$ cat config.mk
export PLATFORM = sky130hd
export DESIGN_NAME = dmba_addr_gen
export DESIGN_NICKNAME = d
export VERILOG_FILES = /design/src/dmba_pkg.sv /design/src/dmba_addr_gen.sv /design/src/dmba_region_decode.sv
export SDC_FILE = /design/constraint.sdc
export NUM_CORES = 1
export LEC_CHECK = 0
export BUFFER_PORTS_ARGS = -buffer_cell sky130_fd_sc_hd__clkbuf_2
export CORE_ASPECT_RATIO = 0.75
export CORE_UTILIZATION = 52
export DETAILED_ROUTE_END_ITERATION = 8
export PLACE_DENSITY = 0.8
export RECOVER_POWER = 50
export SKIP_CTS_REPAIR_TIMING = 1
export SLEW_MARGIN = 20
export SYNTH_ARGS = -nofsm -noshare
export SYNTH_HDL_FRONTEND = slang
export SYNTH_SLANG_ARGS = --single-unit
$ cat constraint.sdc
create_clock -name sys_clk -period 2.5 [get_ports sys_clk]
set_input_delay 0.125 -clock sys_clk [delete_from_list [all_inputs] [get_ports sys_clk]]
set_output_delay 0.125 -clock sys_clk [all_outputs]
set_load 0.01 [all_outputs]
$ cat src/dmba_pkg.sv
// dmba_pkg: constants and types for the data memory bank addressing block
// assumes: 12-bit data address space, 4-bit banks, 8-bit low address byte
package dmba_pkg;

  localparam int ADDR_W = 12;
  localparam int BANK_W = 4;

  // address regions
  localparam logic [11:0] RAM0_LO    = 12'h000;
  localparam logic [11:0] RAM0_HI    = 12'h19f;
  localparam logic [11:0] DISP_LO    = 12'h1a0;
  localparam logic [11:0] DISP_HI    = 12'h1ff;
  localparam logic [11:0] RAM1_LO    = 12'h200;
  localparam logic [11:0] RAM1_HI    = 12'h3ff;
  localparam logic [11:0] PERI_LO    = 12'hf80;
  localparam logic [11:0] PERI_HI    = 12'hfff;
  localparam logic [11:0] FIX_INT_LO = 12'hfb0;
  localparam logic [11:0] FIX_PORT_LO = 12'hff0;
  localparam logic [11:0] PBIT_LO    = 12'hfc0;

  // bank values
  localparam logic [3:0] BANK_ZERO  = 4'h0;
  localparam logic [3:0] BANK_PERI  = 4'hf;
  localparam logic [3:0] BANK_MAXRAM = 4'h3;

  // reset values
  localparam logic [3:0] BANK_SEL_RST  = 4'h0;
  localparam logic [1:0] STK_BANK_RST  = 2'h0;
  localparam logic       BANK_EN_RST   = 1'b0;

  // save stack depth for the bank enable flag
  localparam int SAVE_DEPTH = 16;
  localparam int SAVE_PTR_W = 4;

  typedef enum logic [3:0] {
    DMBA_BIT_DIRECT,
    DMBA_NIB_DIRECT,
    DMBA_BYTE_DIRECT,
    DMBA_NIB_HL,
    DMBA_NIB_HL_INC,
    DMBA_NIB_HL_DEC,
    DMBA_NIB_DE,
    DMBA_NIB_DL,
    DMBA_BYTE_HL,
    DMBA_BIT_FIXED,
    DMBA_BIT_PORT,
    DMBA_BIT_HREL,
    DMBA_STACK
  } dmba_mode_t;

endpackage

$ cat src/dmba_addr_gen.sv
// dmba_addr_gen: forms data memory addresses from operands, pointers and bank state
// assumes: the execution unit issues one access per accStb pulse with stable operands;
// H, L, D, E and stack pointer come from the core's register file
//
// Notes on behaviour
// - decode RAM, display and peripheral regions
// - address is bank nibble over low byte
// - bank select holds 0,1,2,3 or 15
// - bank enable saved on call, restored on return
// - direct mode without enable: low half 0, high 15
// - byte direct uses even operand, byte pair
// - HL nibble indirect bank is enable AND select
// - HL post inc/dec changes only L
// - DE and DL indirect always bank 0
// - HL byte indirect ignores L bit 0
// - fixed bit reaches FB0-FBF and FF0-FFF only
// - port bit uses pmem high bits and L
// - H-relative bit uses bank, H, mem low
// - stack uses pointer within banks 0 to 3
`timescale 1ns/1ps
module dmba_addr_gen
  import dmba_pkg::*;
(
  input  wire logic             sys_clk,
  input  wire logic             rst_n,
  // bank control from the core
  input  wire logic             bankEnWrStb,
  input  wire logic             bankEnWrData,
  input  wire logic             bankSelWrStb,
  input  wire logic [3:0]       bankSelWrData,
  input  wire logic             stkBankWrStb,
  input  wire logic [1:0]       stkBankWrData,
  input  wire logic             enterStb,
  input  wire logic             returnStb,
  // access request
  input  wire logic             accStb,
  input  wire logic             accWrite,
  input  wire dmba_pkg::dmba_mode_t accMode,
  input  wire logic [7:0]       operand,
  input  wire logic [1:0]       bitSelIn,
  input  wire logic [3:0]       regH,
  input  wire logic [3:0]       regL,
  input  wire logic [3:0]       regD,
  input  wire logic [3:0]       regE,
  input  wire logic [7:0]       stackPointer,
  // results
  output logic [11:0]           memAddr,
  output logic [1:0]            bitSel,
  output logic                  byteAccess,
  output logic                  memRdEn,
  output logic                  memWrEn,
  output logic                  regionRam,
  output logic                  regionDisp,
  output logic                  regionPeri,
  output logic                  accFault,
  output logic                  lUpdStb,
  output logic [3:0]            lNewValue,
  output logic                  bankEnableFlag,
  output logic [3:0]            bankSelectValue,
  output logic [1:0]            stackBankSelect,
  output logic [3:0]            effectiveBank
);
  import dmba_pkg::*;

  // ==========================================================
  // bank state
  logic                  bankEn_r;
  logic [3:0]            bankSel_r;
  logic [1:0]            stkBank_r;
  logic [SAVE_DEPTH-1:0] saveStk_r;
  logic [SAVE_PTR_W-1:0] savePtr_r;

  always_ff @(posedge sys_clk) begin
    if (!rst_n) begin
      bankSel_r <= BANK_SEL_RST;
    end else if (bankSelWrStb) begin
      if (bankSelWrData <= BANK_MAXRAM || bankSelWrData == BANK_PERI) begin
        bankSel_r <= bankSelWrData;
      end
    end
  end

  always_ff @(posedge sys_clk) begin
    if (!rst_n) begin
      stkBank_r <= STK_BANK_RST;
    end else if (stkBankWrStb) begin
      stkBank_r <= stkBankWrData;
    end
  end

  // enable flag with save on entry and restore on return
  always_ff @(posedge sys_clk) begin
    if (!rst_n) begin
      bankEn_r  <= BANK_EN_RST;
      saveStk_r <= '0;
      savePtr_r <= '0;
    end else if (enterStb) begin
      saveStk_r[savePtr_r] <= bankEn_r;
      savePtr_r            <= savePtr_r + 1'b1;
    end else if (returnStb) begin
      bankEn_r  <= saveStk_r[savePtr_r - 1'b1];
      savePtr_r <= savePtr_r - 1'b1;
    end else if (bankEnWrStb) begin
      bankEn_r <= bankEnWrData;
    end
  end

  // ==========================================================
  // address formation
  logic [3:0]  bankDirect;
  logic [3:0]  bankAnd;
  logic [11:0] addrNxt;
  logic [1:0]  bitNxt;
  logic        byteNxt;
  logic        lUpdNxt;
  logic [3:0]  lNxt;

  always_comb begin
    bankDirect = bankEn_r ? bankSel_r : (operand[7] ? BANK_PERI : BANK_ZERO);
    bankAnd    = bankSel_r & {4{bankEn_r}};
    addrNxt    = {BANK_ZERO, operand};
    bitNxt     = bitSelIn;
    byteNxt    = 1'b0;
    lUpdNxt    = 1'b0;
    lNxt       = regL;
    unique case (accMode)
      DMBA_BIT_DIRECT,
      DMBA_NIB_DIRECT: addrNxt = {bankDirect, operand};
      DMBA_BYTE_DIRECT: begin
        addrNxt = {bankDirect, operand[7:1], 1'b0};
        byteNxt = 1'b1;
      end
      DMBA_NIB_HL: addrNxt = {bankAnd, regH, regL};
      DMBA_NIB_HL_INC: begin
        addrNxt = {bankAnd, regH, regL};
        lUpdNxt = 1'b1;
        lNxt    = regL + 4'h1;
      end
      DMBA_NIB_HL_DEC: begin
        addrNxt = {bankAnd, regH, regL};
        lUpdNxt = 1'b1;
        lNxt    = regL - 4'h1;
      end
      DMBA_NIB_DE: addrNxt = {BANK_ZERO, regD, regE};
      DMBA_NIB_DL: addrNxt = {BANK_ZERO, regD, regL};
      DMBA_BYTE_HL: begin
        addrNxt = {bankAnd, regH, regL[3:1], 1'b0};
        byteNxt = 1'b1;
      end
      DMBA_BIT_FIXED: begin
        // bit 6 of operand picks port block, else interrupt block
        addrNxt = operand[6] ? {FIX_PORT_LO[11:4], operand[3:0]}
                             : {FIX_INT_LO[11:4], operand[3:0]};
      end
      DMBA_BIT_PORT: begin
        addrNxt = {PBIT_LO[11:6], operand[5:2], regL[3:2]};
        bitNxt  = regL[1:0];
      end
      DMBA_BIT_HREL: addrNxt = {bankAnd, regH, operand[3:0]};
      DMBA_STACK: addrNxt = {2'b00, stkBank_r, stackPointer};
      default: addrNxt = {BANK_ZERO, operand};
    endcase
  end

  // ==========================================================
  // region check and registered outputs
  logic isRam;
  logic isDisp;
  logic isPeri;
  logic isHole;

  dmba_region_decode uDecode (
    .addr   (addrNxt),
    .isRam  (isRam),
    .isDisp (isDisp),
    .isPeri (isPeri),
    .isHole (isHole)
  );

  always_ff @(posedge sys_clk) begin
    if (!rst_n) begin
      memAddr    <= '0;
      bitSel     <= '0;
      byteAccess <= 1'b0;
      regionRam  <= 1'b0;
      regionDisp <= 1'b0;
      regionPeri <= 1'b0;
      accFault   <= 1'b0;
      memRdEn    <= 1'b0;
      memWrEn    <= 1'b0;
    end else begin
      memRdEn <= accStb && !accWrite && !isHole;
      memWrEn <= accStb && accWrite && !isHole;
      accFault <= accStb && isHole;
      if (accStb) begin
        memAddr    <= addrNxt;
        bitSel     <= bitNxt;
        byteAccess <= byteNxt;
        regionRam  <= isRam;
        regionDisp <= isDisp;
        regionPeri <= isPeri;
      end
    end
  end

  // L update issued in the same cycle the access address is latched
  always_ff @(posedge sys_clk) begin
    if (!rst_n) begin
      lUpdStb   <= 1'b0;
      lNewValue <= '0;
    end else begin
      lUpdStb <= accStb && lUpdNxt;
      if (accStb && lUpdNxt) begin
        lNewValue <= lNxt;
      end
    end
  end

  assign bankEnableFlag  = bankEn_r;
  assign bankSelectValue = bankSel_r;
  assign stackBankSelect = stkBank_r;
  assign effectiveBank   = bankAnd;

endmodule

$ cat src/dmba_region_decode.sv
// dmba_region_decode: classifies a 12-bit data address into memory regions
// assumes: purely combinational, fed by the address generator
`timescale 1ns/1ps
module dmba_region_decode
  import dmba_pkg::*;
(
  input  wire logic [11:0] addr,
  output logic             isRam,
  output logic             isDisp,
  output logic             isPeri,
  output logic             isHole
);
  import dmba_pkg::*;

  always_comb begin
    isRam  = (addr <= RAM0_HI) || (addr >= RAM1_LO && addr <= RAM1_HI);
    isDisp = (addr >= DISP_LO) && (addr <= DISP_HI);
    isPeri = (addr >= PERI_LO);
    isHole = !(isRam || isDisp || isPeri);
  end

endmodule

==> results.cfg, run 1 <==
[min_path]
min-delay-start = stkBankWrData[0]
min_path_cells = 3
min_to = stackBankSelect[0]$_SDFFE_PN0P_
holdCritPathClass = in -> reg

[drt]
route.antenna.remaining_nets = 0
vias = 3176
routedWlPerCell_um = 16.3
wirelength_um = 8760
viasPerCell = 5.91
drt_iter0_drc = 268
drc = 0
drtPass1Iterations = 5

[global_route]
antenna_found_initial = 0
grt_start_max_net_pins = 26
grt_pass1_vias = 2873
grt_first_pass_wirelength_um = 14300
grt_overflow = 0
globalRouteTotalUtil_pct = 28.0

[setup_path]
end_kind = register
cp.required_ps = 2710
cp.arrival_ps = 2340
r2r_setup_slack_ps = 370
critPathKind = reg -> reg
rr_worst_depth = 5
rr_startpoint = savePtr_r[0]$_SDFFE_PN0P_
critPathMaxFanout = 9
r2r-end = bankEnableFlag$_SDFFE_PN0P_
cp-start-kind = register

[logic_synthesis]
yosys-top-cells-count = 53 x dfxtp_1, 52 x nor2_1, 28 x nand2_1, 26 x mux2i_1, 18 x a21oi_1
yosysUniqueCellTypes = 67
syn_inst = 376
synth_warnings = 0
yosysSeqAreaShare_pct = 33.6
synth_edf_count = 0
synth-seq-cells = 53
synthArstFlopShare_pct = 0
syn_avg_cell_area_um2 = 8.40
yosysMostFrequentCell = dfxtp_1
synth_top_area_share_pct = 33.6
syn_nets = 438
syn_area_mm2 = 0.00316
synth_top_cells_by_area = dfxtp_1 34%, mux2i_1 8.2%, nor2_1 6.2%
synthFlopType = dfxtp_1
yosys.area.top_type = dfxtp_1

[timing]
setup_ws_ps = 372
slew_headroom_pct = 41.0
timing.final.crit_share_pct = 85.1
clock.fmax_ghz = 0.470
tns_ps = 0
grt_setup_unrepaired = no
finalSetupViolCount = 0
tightest_slew_ps = 886
fin_skew_ps = 14.2
period_needed_ps = 2130
maxSlewViolCount = 0
hold_viol = 0

[layout]
antennaDiodeCount = 0
finalNonFillerCells = 537
fin_nets = 520
drive_above_1_share_pct = 19.8
multiInputGateArea_mm2 = 0.00194
syn2layout_area_growth_pct = 18.7
post-route-util_pct = 64.3
fillCellCount = 538
ff_latch_area_mm2 = 0.00106

[clocking]
cts.sinks = 53
worst_skew_pair.late_latency_ps = 310
cts_buffer_depth = 2
path_clk_slew_ps = 100
cts_root_buffer = clkbuf_8
cts_buffers = 5
cts_tree = done
ctsHtreeMaxLevel = 2

[placement]
dp_slack_ps = 328
port_buffers = 90
dp_cells = 528
gp_congestion = 0.880
place_hpwl_um = 6560

[floorplanning]
start_util_pct = 54.2
fp.dieW_um = 92.0
dieArea_mm2 = 0.00639
io_pins = 91
rows = 24
fp.dieH_um = 69.5
core-area_mm2 = 0.00583

[outcome]
run_status = completed

[power_and_ir_drop]
powerDensity_mw_per_mm2 = 522
p_leak_nw = 1.63
peakVddDrop_uv = 330

[flow_run]
cap_viol_max_count = 0
[cell usage in the layout, fill, tap and decap left out, types with 3 or more instances in the layout]
master / instances
a211oi_1: 12
a21o_1: 3
a21oi_1: 18
a311oi_1: 4
a32oi_1: 3
and2_1: 4
and3_1: 3
buf_4: 8
clkbuf_1: 37
clkbuf_2: 56
clkbuf_8: 6
dfxtp_1: 53
ha_1: 7
inv_1: 11
mux2i_1: 26
mux4_2: 5
nand2_1: 28
nand2b_1: 8
nand3_1: 16
nand3b_1: 3
nand4_1: 6
nor2_1: 52
nor2b_1: 12
nor3_1: 6
o21ai_0: 12
o21ai_1: 3
o221a_2: 3
xnor2_1: 6
xor2_1: 3
[area by class of cell]
type / count / share of cell area, %
Clock buffer: 7 / 2.30
Clock inverter: 1 / 0.801
Inverter: 13 / 1.30
Multi-Input combinational cell: 284 / 51.7
Sequential cell: 53 / 28.3
Tap cell: 78 / 2.60
Timing Repair Buffer: 101 / 13.0
[flip-flops by register name (all words and copies together) (netlist names), 2 cells and up]
| register | flops |
|---|---|
| bankSelectValue | 4 |
| bitSel | 2 |
| lNewValue | 4 |
| memAddr | 12 |
| savePtr_r | 4 |
| saveStk_r | 16 |
| stackBankSelect | 2 |
[per-stage QoR]
stage	power (mW)	cell area, um^2	hold slack, ps
after floorplan	1.22	3160	204
after global placement	1.36	3670	316
after detailed placement	1.37	3670	327
after CTS	1.97	3790	6.52
after global routing	2.05	3750	75.9
final	1.96	3750	66.2
[kinds of logic (layout without fill, tap and decap cells)]
group / Yosys count / count (layout) / synth area share, %
buffers and inverters: 39 / 122 / 4.99
multiplexers: 32 / 32 / 12.2
flip-flops: 53 / 53 / 33.6
AND/OR/NAND/NOR: 150 / 150 / 23.5
AO/OA/AOI/OAI: 84 / 84 / 19.5
XOR/XNOR: 9 / 9 / 2.50
adder cells (fa/ha/maj): 9 / 9 / 3.76
[layer usage]
| layer | GRT usage, % | up-vias | part of all wire [%] |
|---|---|---|---|
| met5 | 0 | - | 0 |
| met4 | 5.56 | 0 | 1.3 |
| met3 | 4.71 | 11 | 7.6 |
| met2 | 41.3 | 150 | 43 |
| met1 | 42.9 | 1492 | 48 |
| li1 | - | 1523 | - |
[worst max-delay path by stage]
stage                                          from                     endpoint  cells past startpoint
after floorplan           savePtr_r[0]$_SDFFE_PN0P_  bankEnableFlag$_SDFFE_PN0P_                      7
after global placement                   accMode[3]          accFault$_SDFF_PN0_                      8
after detailed placement                 accMode[3]          accFault$_SDFF_PN0_                      8
after CTS                 savePtr_r[1]$_SDFFE_PN0P_  bankEnableFlag$_SDFFE_PN0P_                      6
after global routing      savePtr_r[0]$_SDFFE_PN0P_  bankEnableFlag$_SDFFE_PN0P_                      5
final                     savePtr_r[0]$_SDFFE_PN0P_  bankEnableFlag$_SDFFE_PN0P_                      5
[worst max-delay path, stage by stage (launching register included)]
cell and delay [ps]:
dfxtp_1 340, clkbuf_1 470, mux4_2 590, mux4_2 470, nor2_1 110, nor2_1 40
[where the power goes]
group | total (mW) | switching (mW) | internal (mW)
combinational | 0.437 | 0.258 | 0.180
clock | 0.602 | 0.275 | 0.327
sequential | 0.918 | 0.0365 | 0.882
total | 1.96 | 0.569 | 1.39
No activity file was read; power rests on OpenSTA's default activity.
==> run 2: changes to the inputs <==
--- a/config.mk
+++ b/config.mk
@@ -9,7 +9,7 @@
 export CORE_ASPECT_RATIO = 0.75
 export CORE_UTILIZATION = 52
 export DETAILED_ROUTE_END_ITERATION = 8
-export PLACE_DENSITY = 0.8
+export PLACE_DENSITY_LB_ADDON = 0.05
 export RECOVER_POWER = 50
 export SKIP_CTS_REPAIR_TIMING = 1
 export SLEW_MARGIN = 20
==> run 2 against run 1 <==
Critical path depth increased by 1. Flip-flop and latch count unchanged. Register-to-register slack improved by 20 ps. First-iteration DRC count increased by 4.5%. Utilization increased by 0.28 points. Clock-buffer cell count decreased by 2. Total power decreased by 0.45%. Sequential power about the same. Maximum frequency increased by 0.81%. Setup slack improved by 17 ps. Routed wire length decreased by 6.3%. Clock power decreased by 0.7%.
==> results.cfg, run 2 (synthesis gave the netlist of run 1 again) <==
[outcome]
run_status = completed

[clocking]
ctsHtreeMaxLevel = 2
cts_buffer_depth = 2
worst_skew_pair.late_latency_ps = 300
cts_tree = done
path_clk_slew_ps = 100
cts_buffers = 5
cts.sinks = 53
cts_root_buffer = clkbuf_8

[power_and_ir_drop]
p_sw_mw = 0.577
powerDensity_mw_per_mm2 = 518
p_leak_nw = 1.64
clkPwrFrac_pct = 30.7
switching_share_pct = 29.6
power_frac_seq_pct = 47.1
peakVddDrop_uv = 339
internal_power_mw = 1.37
combPwrFrac_pct = 22.3

[drt]
drtPass1Iterations = 5
drt_iter0_drc = 280
vias = 3048
viasPerCell = 5.65
drc = 0
route.antenna.remaining_nets = 0
wirelength_um = 8200
routedWlPerCell_um = 15.2

[timing]
tns_ps = 0
fin_skew_ps = 7.50
maxSlewViolCount = 0
clock.fmax_ghz = 0.474
finalSetupViolCount = 0
slew_headroom_pct = 28.4
setup_ws_ps = 390
tightest_slew_ps = 1070
grt_setup_unrepaired = no
period_needed_ps = 2110
timing.final.crit_share_pct = 84.4
hold_viol = 0

[global_route]
grt_first_pass_wirelength_um = 13600
grt_pass1_vias = 2788
grt_start_max_net_pins = 24
antenna_found_initial = 0
globalRouteTotalUtil_pct = 26.6
grt_overflow = 0

[floorplanning]
rows = 24
dieArea_mm2 = 0.00639
fp.dieH_um = 69.5
core-area_mm2 = 0.00583
fp.dieW_um = 92.0
start_util_pct = 54.2
io_pins = 91

[layout]
final_cell_mix = 55 x clkbuf_2, 53 x dfxtp_1, 52 x nor2_1, 37 x clkbuf_1, 28 x nand2_1
syn2layout_area_growth_pct = 19.2
drive_above_1_share_pct = 20.2
antennaDiodeCount = 0
fin_nets = 522
final_common_cell = clkbuf_2
largest-register = saveStk_r
largest_register_ffs = 16
largest_registers = saveStk_r: 16 flops, memAddr: 12 flops

[setup_path]
cp.arrival_ps = 2300
critPathKind = reg -> reg
critPathMaxFanout = 7
cp-start-kind = register
cp.required_ps = 2690
end_kind = register

[min_path]
holdCritPathClass = in -> reg

[placement]
dp_slack_ps = 408
place_hpwl_um = 6220
port_buffers = 90
gp_congestion = 0.864

[flow_run]
cap_viol_max_count = 0
[run 2: changes by cell type in the layout (fill, tap and decap cells not counted)]
| cell | delta |
|---|---|
| clkinv_4 | +1 |
| buf_4 | +2 |
| clkbuf_8 | -1 |
| clkbuf_2 | -1 |
| inv_8 | +1 |
[run 2: cell type report]
cell class                      count  area [um^2]
Clock buffer                        5         68.8
Clock inverter                      3         50.0
Fill cell                         528         2060
Inverter                           13         48.8
Multi-Input combinational cell    284         1940
Sequential cell                    53         1060
Tap cell                           78         97.6
Timing Repair Buffer              103          499
[run 2: power by group through the flow]
stage | Combinational, mW | Clock, mW | Sequential, mW
2_1_floorplan | 0.281 | 0 | 0.936
3_3_place_gp | 0.433 | 0 | 0.935
3_5_place_dp | 0.437 | 0 | 0.935
4_1_cts | 0.440 | 0.608 | 0.916
5_1_grt | 0.481 | 0.640 | 0.923
6_report | 0.434 | 0.598 | 0.917
[run 2: layer usage]
layer	up-vias	GRT usage, %	wire (um)
li1	1524	-	-
met1	1398	41.4	4220
met2	124	39.0	3340
met3	2	4.71	622
met4	0	4.17	25
met5	-	0	0
[run 2: path summary, 6_finish.rpt]
path                                  start  depth (start not counted)                               to  slack, ps
setup / recovery  savePtr_r[1]$_SDFFE_PN0P_                          6      bankEnableFlag$_SDFFE_PN0P_        390
hold / removal             stkBankWrData[0]                          3  stackBankSelect[0]$_SDFFE_PN0P_         50
setup reg to reg  savePtr_r[1]$_SDFFE_PN0P_                          6      bankEnableFlag$_SDFFE_PN0P_        390
hold reg to reg     regionPeri$_SDFFE_PN0P_                          2          regionPeri$_SDFFE_PN0P_        490
[run 2: worst max-delay path, stage by stage (launching register included)]
cell and delay (ps):
dfxtp_1 460, inv_1 120, ha_1 440, mux4_2 360, mux4_2 470, nor2_1 110
nor2_1 50
[run 2: through the flow]
stage	util [%]	instance area [um^2]	hold WS (ps)	instances	total power, mW
floorplan	-	3160	204	376	1.22
global placement	63.3	3690	313	530	1.37
detailed placement	63.3	3690	324	530	1.37
CTS	65.3	3810	-1.09	538	1.96
global route	64.6	3760	70.6	539	2.04
finish	64.6	3760	54.5	539	1.95
